--- config.mk ---
export PLATFORM = sky130hd
export DESIGN_NAME = ibl_ctl
export DESIGN_NICKNAME = d
export VERILOG_FILES = /design/src/common/ibl_pkg.sv /design/src/hw/ibl_ctl.sv
export VERILOG_INCLUDE_DIRS = /design/src /design/src/common
export SDC_FILE = /design/constraint.sdc
export NUM_CORES = 1
export LEC_CHECK = 0
export BUFFER_PORTS_ARGS = -buffer_cell sky130_fd_sc_hd__buf_2
export CAP_MARGIN = 20
export CORE_MARGIN = 2
export CORE_UTILIZATION = 50
export CTS_CLUSTER_DIAMETER = 100
export CTS_CLUSTER_SIZE = 10
export DETAILED_ROUTE_END_ITERATION = 7
export PLACE_DENSITY_LB_ADDON = 0.2
export SKIP_CTS_REPAIR_TIMING = 1
export SLEW_MARGIN = 20
export SYNTH_ARGS = -nofsm -noshare
export SYNTH_HDL_FRONTEND = slang
export SYNTH_SLANG_ARGS = --single-unit
--- constraint.sdc ---
create_clock -name clk_sys_i -period 6.1 [get_ports clk_sys_i]
set_input_delay 0.915 -clock clk_sys_i [delete_from_list [all_inputs] [get_ports clk_sys_i]]
set_output_delay 0.915 -clock clk_sys_i [all_outputs]
set_load 0.02 [all_outputs]
--- src/common/ibl_defs.svh ---
// Purpose: Offsets, field positions, reset values and timing counts of the exception and low-power unit.
// Assumes: Included by its bare name; definitions only.
// Notes:   Offsets are byte addresses on the plain register port.
`ifndef IBL_DEFS_SVH
`define IBL_DEFS_SVH

`define IBL_ADDR_W          16
`define IBL_OFF_FLAGS_FIRST 16'hFE04
`define IBL_OFF_FLAGS_SECOND 16'hFE05
`define IBL_OFF_FLAGS_THIRD 16'hFE06
`define IBL_OFF_BRK_CTRL    16'hFE03
`define IBL_OFF_BRK_STAT    16'hFE00
`define IBL_OFF_OPTIONS     16'hFE07
`define IBL_BRK_CLR_EN_BIT  0
`define IBL_BRK_WAIT_BIT    1
`define IBL_OPT_SHORT_BIT   0
`define IBL_OPT_WDOG_BIT    1
`define IBL_RESET_BYTE      8'h00
`define IBL_REC_LONG        13'h1000
`define IBL_REC_SHORT       13'h0020
`define IBL_NUM_SRC         20
`define IBL_VEC_SWI         5'h1F
`define IBL_VEC_NONE        5'h00

`endif

--- src/common/ibl_pkg.sv ---
// Purpose: Types shared by the exception and low-power unit.
// Assumes: Constants come from ibl_defs.svh.
// Notes:   States are one-hot.
package ibl_pkg;

    // Power and exception sequencing states
    typedef enum logic [4:0] {
        IBL_RUN   = 5'h01,
        IBL_WAIT  = 5'h02,
        IBL_STOP  = 5'h04,
        IBL_RECOV = 5'h08,
        IBL_ENTRY = 5'h10
    } ibl_state_t;

    // What the core is told to stack
    typedef enum logic [1:0] {
        IBL_STK_NONE = 2'h0,
        IBL_STK_PC   = 2'h1,
        IBL_STK_PCM1 = 2'h2
    } ibl_stack_t;

endpackage

--- src/hw/ibl_ctl.sv ---
// Purpose: Exception arbitration, break entry, break flag protection and wait/stop control.
// Assumes: One clock; the core signals instruction boundaries and low-power opcodes as same-clock pulses.
// Notes:   Request lines and the break request come from pins or other domains and are synchronised here.
//
// Added by the designer: the address-and-strobe port.
`timescale 1ns/10ps
`include "ibl_defs.svh"

module ibl_ctl #(
    parameter int NSRC = `IBL_NUM_SRC                           // Number of maskable sources
) (
    input  wire logic                       clk_sys_i,          // System clock, 100 MHz
    input  wire logic                       sys_rst_i,          // Asynchronous reset, active high
    input  wire logic [`IBL_ADDR_W-1:0]     reg_addr_i,         // Register address
    input  wire logic [7:0]                 reg_wdata_i,        // Register write data
    input  wire logic                       reg_wr_i,           // Register write strobe
    input  wire logic                       reg_rd_i,           // Register read strobe
    output logic      [7:0]                 reg_rdata_o,        // Read data, cycle after strobe
    input  wire logic [NSRC-1:0]            irq_req_i,          // Live request lines, bit 0 is flag one
    input  wire logic [NSRC-1:0]            irq_en_i,           // Per-source enable bits
    input  wire logic                       brk_req_i,          // Break request from break unit
    input  wire logic                       emul_mode_i,        // Emulation mode level
    input  wire logic                       cpu_mask_i,         // Global interrupt mask bit
    input  wire logic                       instr_done_i,       // Pulse: instruction completed
    input  wire logic                       swi_exec_i,         // Pulse: software trap executed
    input  wire logic                       wait_exec_i,        // Pulse: wait executed
    input  wire logic                       stop_exec_i,        // Pulse: stop executed
    input  wire logic                       svc_done_i,         // Pulse: vector fetched, entry done
    input  wire logic                       flag_clr_req_i,     // Peripheral asks to clear a flag
    output ibl_pkg::ibl_state_t             state_o,            // Current sequencing state
    output logic                            entry_o,            // Interrupt entry in progress
    output logic      [4:0]                 vector_o,           // Arbitration result, latched
    output ibl_pkg::ibl_stack_t             stack_sel_o,        // Which PC value to stack
    output logic                            stack_hi_idx_o,     // Stack upper index register
    output logic                            mask_clr_o,         // Pulse: clear global mask
    output logic                            cpu_clk_en_o,       // Core clock enable
    output logic                            bus_clk_en_o,       // Bus clock output enable
    output logic                            ref_clk_en_o,       // Reference clock output enable
    output logic                            wdog_run_o,         // Watchdog counting
    output logic                            flag_clr_ok_o,      // Peripheral flag clear permitted
    output logic                            in_break_o          // Break state active
);
    import ibl_pkg::*;

    ////////////////////////////////////////////////////////////////////////////////
    // Synchronisers for foreign inputs

    logic [NSRC-1:0] req_s1_r;                                  // First stage, read by second only
    logic [NSRC-1:0] req_s2_r;                                  // Synchronised requests
    logic [1:0]      brk_sync_r;                                // Break request synchroniser

    // Two flops before any logic reads a pin
    always_ff @(posedge clk_sys_i or posedge sys_rst_i) begin
        if (sys_rst_i) begin
            req_s1_r   <= '0;
            req_s2_r   <= '0;
            brk_sync_r <= 2'h0;
        end else begin
            req_s1_r   <= irq_req_i;
            req_s2_r   <= req_s1_r;
            brk_sync_r <= {brk_sync_r[0], brk_req_i};
        end
    end

    wire logic brk_s = brk_sync_r[1];                           // Synchronised break request

    ////////////////////////////////////////////////////////////////////////////////
    // Arbitration helpers

    // Lowest set index wins: lower flag number is higher priority
    function automatic logic [4:0] pick_src(input logic [NSRC-1:0] pend);
        logic [4:0] v;
        v = `IBL_VEC_NONE;
        for (int i = NSRC - 1; i >= 0; i--) begin
            if (pend[i]) begin
                v = 5'(i + 1);
            end
        end
        return v;
    endfunction

    // Eligible hardware sources: live and enabled
    wire logic [NSRC-1:0] elig = req_s2_r & irq_en_i;
    wire logic             hw_go = (|elig) && !cpu_mask_i;

    ////////////////////////////////////////////////////////////////////////////////
    // Software-visible control

    logic brk_clr_en_r;                                         // Break clear enable
    logic short_rec_r;                                          // Short recovery option
    logic wdog_dis_r;                                           // Watchdog disable option
    logic brk_wait_r;                                           // Break exited wait
    logic brk_r;                                                // Break state

    // Control and option writes; flag registers ignore writes
    always_ff @(posedge clk_sys_i or posedge sys_rst_i) begin
        if (sys_rst_i) begin
            brk_clr_en_r <= 1'b0;
            short_rec_r  <= 1'b0;
            wdog_dis_r   <= 1'b0;
        end else if (reg_wr_i) begin
            case (reg_addr_i)
                `IBL_OFF_BRK_CTRL: begin
                    brk_clr_en_r <= reg_wdata_i[`IBL_BRK_CLR_EN_BIT];
                end
                `IBL_OFF_OPTIONS: begin
                    short_rec_r <= reg_wdata_i[`IBL_OPT_SHORT_BIT];
                    wdog_dis_r  <= reg_wdata_i[`IBL_OPT_WDOG_BIT];
                end
                default: begin
                    // Flag registers and unmapped: no effect
                end
            endcase
        end
    end

    // Read mux, registered; reading never disturbs requests
    always_ff @(posedge clk_sys_i or posedge sys_rst_i) begin
        if (sys_rst_i) begin
            reg_rdata_o <= `IBL_RESET_BYTE;
        end else if (reg_rd_i) begin
            case (reg_addr_i)
                `IBL_OFF_FLAGS_FIRST:  reg_rdata_o <= {req_s2_r[5:0], 2'h0};
                `IBL_OFF_FLAGS_SECOND: reg_rdata_o <= req_s2_r[13:6];
                `IBL_OFF_FLAGS_THIRD:  reg_rdata_o <= {2'h0, req_s2_r[19:14]};
                `IBL_OFF_BRK_CTRL:     reg_rdata_o <= {7'h00, brk_clr_en_r};
                `IBL_OFF_BRK_STAT:     reg_rdata_o <= {6'h00, brk_wait_r, 1'b0};
                `IBL_OFF_OPTIONS:      reg_rdata_o <= {6'h00, wdog_dis_r, short_rec_r};
                default:               reg_rdata_o <= `IBL_RESET_BYTE;
            endcase
        end else begin
            reg_rdata_o <= `IBL_RESET_BYTE;
        end
    end

    ////////////////////////////////////////////////////////////////////////////////
    // Sequencer

    ibl_state_t  state_r;                                       // Current state
    logic [12:0] rec_cnt_r;                                     // Recovery counter, 13 bits
    logic [4:0]  vec_r;                                         // Latched arbitration result
    ibl_stack_t  stk_r;                                         // Latched stack selection
    logic        mask_clr_r;                                    // Mask clear pulse

    wire logic [12:0] rec_len = short_rec_r ? `IBL_REC_SHORT : `IBL_REC_LONG;

    // Reset outranks everything by being the asynchronous clear
    always_ff @(posedge clk_sys_i or posedge sys_rst_i) begin
        if (sys_rst_i) begin
            state_r    <= IBL_RUN;
            vec_r      <= `IBL_VEC_NONE;
            stk_r      <= IBL_STK_NONE;
            mask_clr_r <= 1'b0;
            brk_wait_r <= 1'b0;
        end else begin
            mask_clr_r <= 1'b0;
            case (state_r)
                IBL_RUN: begin
                    if (brk_s && instr_done_i) begin
                        state_r <= IBL_ENTRY;
                        vec_r   <= `IBL_VEC_SWI;
                        stk_r   <= IBL_STK_PC;
                    end else if (swi_exec_i) begin
                        state_r <= IBL_ENTRY;
                        vec_r   <= `IBL_VEC_SWI;
                        stk_r   <= IBL_STK_PC;
                    end else if (wait_exec_i) begin
                        state_r    <= IBL_WAIT;
                        mask_clr_r <= 1'b1;
                    end else if (stop_exec_i) begin
                        state_r    <= IBL_STOP;
                        mask_clr_r <= 1'b1;
                    end else if (instr_done_i && hw_go) begin
                        // Boundary check also covers return from service
                        state_r <= IBL_ENTRY;
                        vec_r   <= pick_src(elig);
                        stk_r   <= IBL_STK_PCM1;
                    end
                end
                IBL_WAIT: begin
                    if (brk_s && emul_mode_i) begin
                        state_r    <= IBL_ENTRY;
                        vec_r      <= `IBL_VEC_SWI;
                        stk_r      <= IBL_STK_PC;
                        brk_wait_r <= 1'b1;
                    end else if (hw_go) begin
                        state_r <= IBL_ENTRY;
                        vec_r   <= pick_src(elig);
                        stk_r   <= IBL_STK_PCM1;
                    end
                end
                IBL_STOP: begin
                    // Any enabled module request or a break starts recovery
                    if ((|elig) || brk_s) begin
                        state_r <= IBL_RECOV;
                    end
                end
                IBL_RECOV: begin
                    if (rec_cnt_r == rec_len - 13'h0001) begin
                        if (brk_s) begin
                            state_r <= IBL_ENTRY;
                            vec_r   <= `IBL_VEC_SWI;
                            stk_r   <= IBL_STK_PC;
                        end else if (|elig) begin
                            state_r <= IBL_ENTRY;
                            vec_r   <= pick_src(elig);
                            stk_r   <= IBL_STK_PCM1;
                        end else begin
                            state_r <= IBL_RUN;
                        end
                    end
                end
                IBL_ENTRY: begin
                    // Latched vector holds until serviced, or for a hardware entry until no eligible request remains with the mask clear
                    if (svc_done_i || (stk_r == IBL_STK_PCM1 && cpu_mask_i == 1'b0 && !hw_go)) begin
                        state_r <= IBL_RUN;
                        stk_r   <= IBL_STK_NONE;
                    end
                end
                default: begin
                    state_r <= IBL_RUN;
                end
            endcase
            // Reading the status byte is not a clear; software sees it until reset
        end
    end

    // Recovery counter: clear through stop, counting in recovery
    always_ff @(posedge clk_sys_i or posedge sys_rst_i) begin
        if (sys_rst_i) begin
            rec_cnt_r <= 13'h0000;
        end else if (state_r == IBL_RECOV) begin
            rec_cnt_r <= rec_cnt_r + 13'h0001;
        end else begin
            rec_cnt_r <= 13'h0000;
        end
    end

    // Break state: entered on break vector, left when break request drops
    always_ff @(posedge clk_sys_i or posedge sys_rst_i) begin
        if (sys_rst_i) begin
            brk_r <= 1'b0;
        end else if (brk_s && state_r == IBL_ENTRY && vec_r == `IBL_VEC_SWI) begin
            brk_r <= 1'b1;
        end else if (!brk_s) begin
            brk_r <= 1'b0;
        end
    end

    ////////////////////////////////////////////////////////////////////////////////
    // Outputs

    // Clearing is a one-way act, so leaving break never restores a flag;
    // a peripheral holding step one of a two-step clear re-asks after break
    assign flag_clr_ok_o  = flag_clr_req_i && (!brk_r || brk_clr_en_r);
    assign state_o        = state_r;
    assign entry_o        = (state_r == IBL_ENTRY);
    assign vector_o       = vec_r;
    assign stack_sel_o    = stk_r;
    assign stack_hi_idx_o = 1'b0;
    assign mask_clr_o     = mask_clr_r;
    assign cpu_clk_en_o   = (state_r == IBL_RUN) || (state_r == IBL_ENTRY);
    assign bus_clk_en_o   = (state_r != IBL_STOP);
    assign ref_clk_en_o   = (state_r != IBL_STOP);
    assign wdog_run_o     = !wdog_dis_r && (state_r != IBL_STOP);
    assign in_break_o     = brk_r;

endmodule

==> key figures <==
Synth
  • Synth Area in XOR/XNOR: 0.0153
  • Post-synth EDFFs: 0
  • Area share of fa/ha/maj cells after synthesis: 0.00364
  • Synth top area share: 0.582
  • Post-synthesis sequential area ratio: 0.589
  • Ys async rst share: 1.00
  • Syn nets: 391
  • Yosys warns: 0
  • Multiplexer share of the synthesized area: 0.0338
  • Top cells by area, synth: dfrtp_1, nor2_1, nand2_1
  • Yosys cell types: 56
  • Synth Instances: 313
  • Simple-Gate Fraction of Synth Area: 0.188
  • Synth Area in Compound Gates: 0.144
  • Largest family of logic cells by synthesized area: simple AND/OR/NAND/NOR gates
  • Synth Cell Area: 0.00344 sq mm
  • Number of synthesized register bits: 81
  • Area leader, netlist: dfrtp_1
  • Mapped Avg Cell Area: 11.0 sq um
  • Post-synth top flop: dfrtp_1

Final layout
  • Layout cells sized above 1: 0.314
  • Post-route cell area: 0.00417 sq mm
  • Final Core Density: 0.621
  • Layout fillers: 553
  • Nets: 490
  • Most frequent cells in the layout: buf_2, dfrtp_1, nor2_1, nand2_1
  • Ant. Diodes: 0
  • Commonest non-fill, non-tap cell in the layout: buf_2
  • Area Growth Syn to Fin: 21.3%

Worst setup path
  • Critical path peak fanout: 5
  • CP cell instances: buf_2 > a22oi_1 > and4b_1 > nand3_1 > o311a_1 > nor3_1 > mux2_2
  • Crit path launch type: input pin
  • Path depth of the worst reg2reg path: 5
  • Slowest stage delay, CP: 0.40 ns
  • CP max stage cell: o311a_1
  • Reg2reg end: vector_o[0]
  • Critical Path AT: 2.92 ns
  • R2R Setup Slk: 3.66 ns
  • CP Data Required Time: 6.34 ns
  • Reg2Reg Launch Point: state_o[0]
  • Setup CP Type: input pin to flip-flop
  • Crit. End Element: flip-flop

Global route
  • Vias in the first global route: 2681
  • Global Route Usage Sum: 0.219
  • Initial antenna violation count: 0
  • Largest net degree at the start of global routing: 82
  • Global route overflow: 0
  • First-pass GRT wire length: 12700 um

Power and ir drop
  • Sequential Power Share: 0.484
  • Sw Ratio: 0.333
  • Clk pwr share: 0.283
  • LEAKAGE: 1.97 nW
  • Pint: 869 uW
  • PD cells: 312 mW/mm^2
  • Worst VDD drop: 246 uV
  • Combinational share of power: 0.233
  • Switching power of the nets: 433 uW
  • Total power: 1.30 mW

Route
  • Router iterations before antenna repair: 4
  • Final WL: 7640 um
  • Iteration-0 DRC Markers: 117
  • Vias/cell: 5.65
  • Vias: 2807
  • Routed WL per cell: 15.4 um
  • Post-route ant nets: 0
  • DRC violations left: 0

CTS
  • CTS tree: done
  • Clk_lat worst skew: 0.35 ns
  • Clk buf depth: 2
  • CTS HTree Levels: 3
  • TritonCTS Buffers: 9
  • CTS root buf: clkbuf_8
  • CTS clk-pin slew, worst paths: 0.09 ns
  • # clock sinks: 81

Floorplan
  • Die outline width: 87.0 um
  • # IOs: 106
  • Initial Util: 0.512
  • Core box area: 0.00672 sq mm
  • Row count: 30
  • Die area: 0.00756 sq mm
  • Vert. Die Dim: 87.0 um

Hold path
  • WHS Endpoint: req_s2_r[14]
  • Hold path depth: 0
  • Min-delay src: req_s1_r[14]
  • Hold Path Class: flip-flop to flip-flop

Placed design
  • Hpwl dp: 5690 um
  • DP Area: 0.00399 sq mm
  • Gpl congestion: 0.885
  • Port Buffers: 98

Timing
  • Slew Limit Fails: 0
  • Hold Vio Cnt, Final: 0
  • Fin crit share: 0.439
  • Actual slew at the worst max-slew pin: 0.976 ns
  • Final Setup Violations: 0
  • Tmin final: 2.68 ns
  • Rel. slew slack: 0.350
  • RSZ-0062 raised after global routing: no
  • TNS Setup: 0 ns
  • Fmax achieved: 0.374 GHz
  • Setup Skew: 0.00825 ns

Outcome
  • Outcome: complete, no violations

Job
  • Max-Cap Viols: 0
## cell type report
type | instances | area (sq um) | share of cell area
Timing Repair Buffer | 99 | 498 | 0.119
Tap cell | 80 | 100 | 0.0240
Sequential cell | 81 | 2030 | 0.486
Inverter | 9 | 33.8 | 0.00809
Clock inverter | 7 | 63.8 | 0.0153
Multi-Input combinational cell | 212 | 1330 | 0.318
Clock buffer | 9 | 124 | 0.0297
## layer usage
metal  track usage  part of all wire
met2         0.350              0.48
met3        0.0664             0.068
met5             0                 0
met4        0.0653             0.015
met1         0.291              0.44
## Yosys cell counts, types with 2 or more instances
library cell and n:
nor2b_1 4, or3_1 7, a22oi_1 10, and4b_1 2, mux2_2 5, a21oi_1 15
buf_2 4, inv_1 9, xnor2_1 4, mux2i_1 6, and2_1 3, nor2_1 27
clkbuf_1 4, nand2b_1 3, o21ai_0 15, nand3_1 15, nor4_1 3, o22a_1 4
and3_1 4, a32o_1 2, nand2_1 24, a31o_2 2, dfrtp_1 80, and4_1 4
nand3b_1 3, nor3_1 8, o22ai_1 2, nand4_1 6, a31oi_1 7, nor4b_1 2
xor2_1 2, buf_4 2, and3b_1 2
## how the worst max path moves through the flow
stage                 start        endpoint  slack, ns
2_1_floorplan     sys_rst_i    brk_clr_en_r       3.11
3_3_place_gp   irq_en_i[14]  stack_sel_o[0]       3.09
3_5_place_dp   irq_en_i[10]  stack_sel_o[0]       3.07
4_1_cts          state_o[0]    cpu_clk_en_o       3.44
5_1_grt         irq_en_i[2]  stack_sel_o[0]       3.27
6_report       irq_en_i[10]  stack_sel_o[0]       3.42
## flip-flops by register name (all words and copies together), names as in the netlist
| name | flops |
|---|---|
| req_s2_r | 20 |
| vector_o | 5 |
| brk_clr_en_r | 1 |
| brk_sync_r | 2 |
| brk_wait_r | 1 |
| mask_clr_o | 1 |
| stack_sel_o | 2 |
| req_s1_r | 20 |
| wdog_dis_r | 1 |
| state_o | 5 |
| rec_cnt_r | 13 |
| reg_rdata_o | 8 |
| in_break_o | 1 |
| short_rec_r | 1 |
## metrics by stage
| step | worst slack (ns) | hold slack (ns) | std cells |
|---|---|---|---|
| finish | 3.42 | 0.353 | 497 |
| global placement | 3.09 | 0.331 | 481 |
| floorplan | 3.11 | 0.331 | 313 |
| detailed placement | 3.07 | 0.335 | 481 |
| global route | 3.27 | 0.363 | 497 |
| CTS | 3.44 | 0.356 | 497 |
## power groups by stage
stage | Clock [mW] | Combinational, mW | Sequential (mW)
floorplan | 0 | 0.178 | 0.662
global placement | 0 | 0.299 | 0.640
detailed placement | 0 | 0.304 | 0.640
CTS | 0.382 | 0.305 | 0.630
global route | 0.405 | 0.338 | 0.638
finish | 0.368 | 0.304 | 0.631
## kinds of logic (layout without fill, tap and decap cells)
kind of cell,count (synthesis),count (layout)
AO/OA/AOI/OAI,72,72
XOR/XNOR,6,6
adder cells (fa/ha/maj),1,1
buffers and inverters,20,124
flip-flops,81,81
multiplexers,11,11
other,1,1
AND/OR/NAND/NOR,121,121
## critical path, delay by kind of cell
family | cells | cell delay, ns
AO/OA/AOI/OAI | 2 | 0.69
AND/OR/NAND/NOR | 3 | 0.83
buffers and inverters | 1 | 0.11
multiplexers | 1 | 0.37
Power figures use the tool's default switching activity.
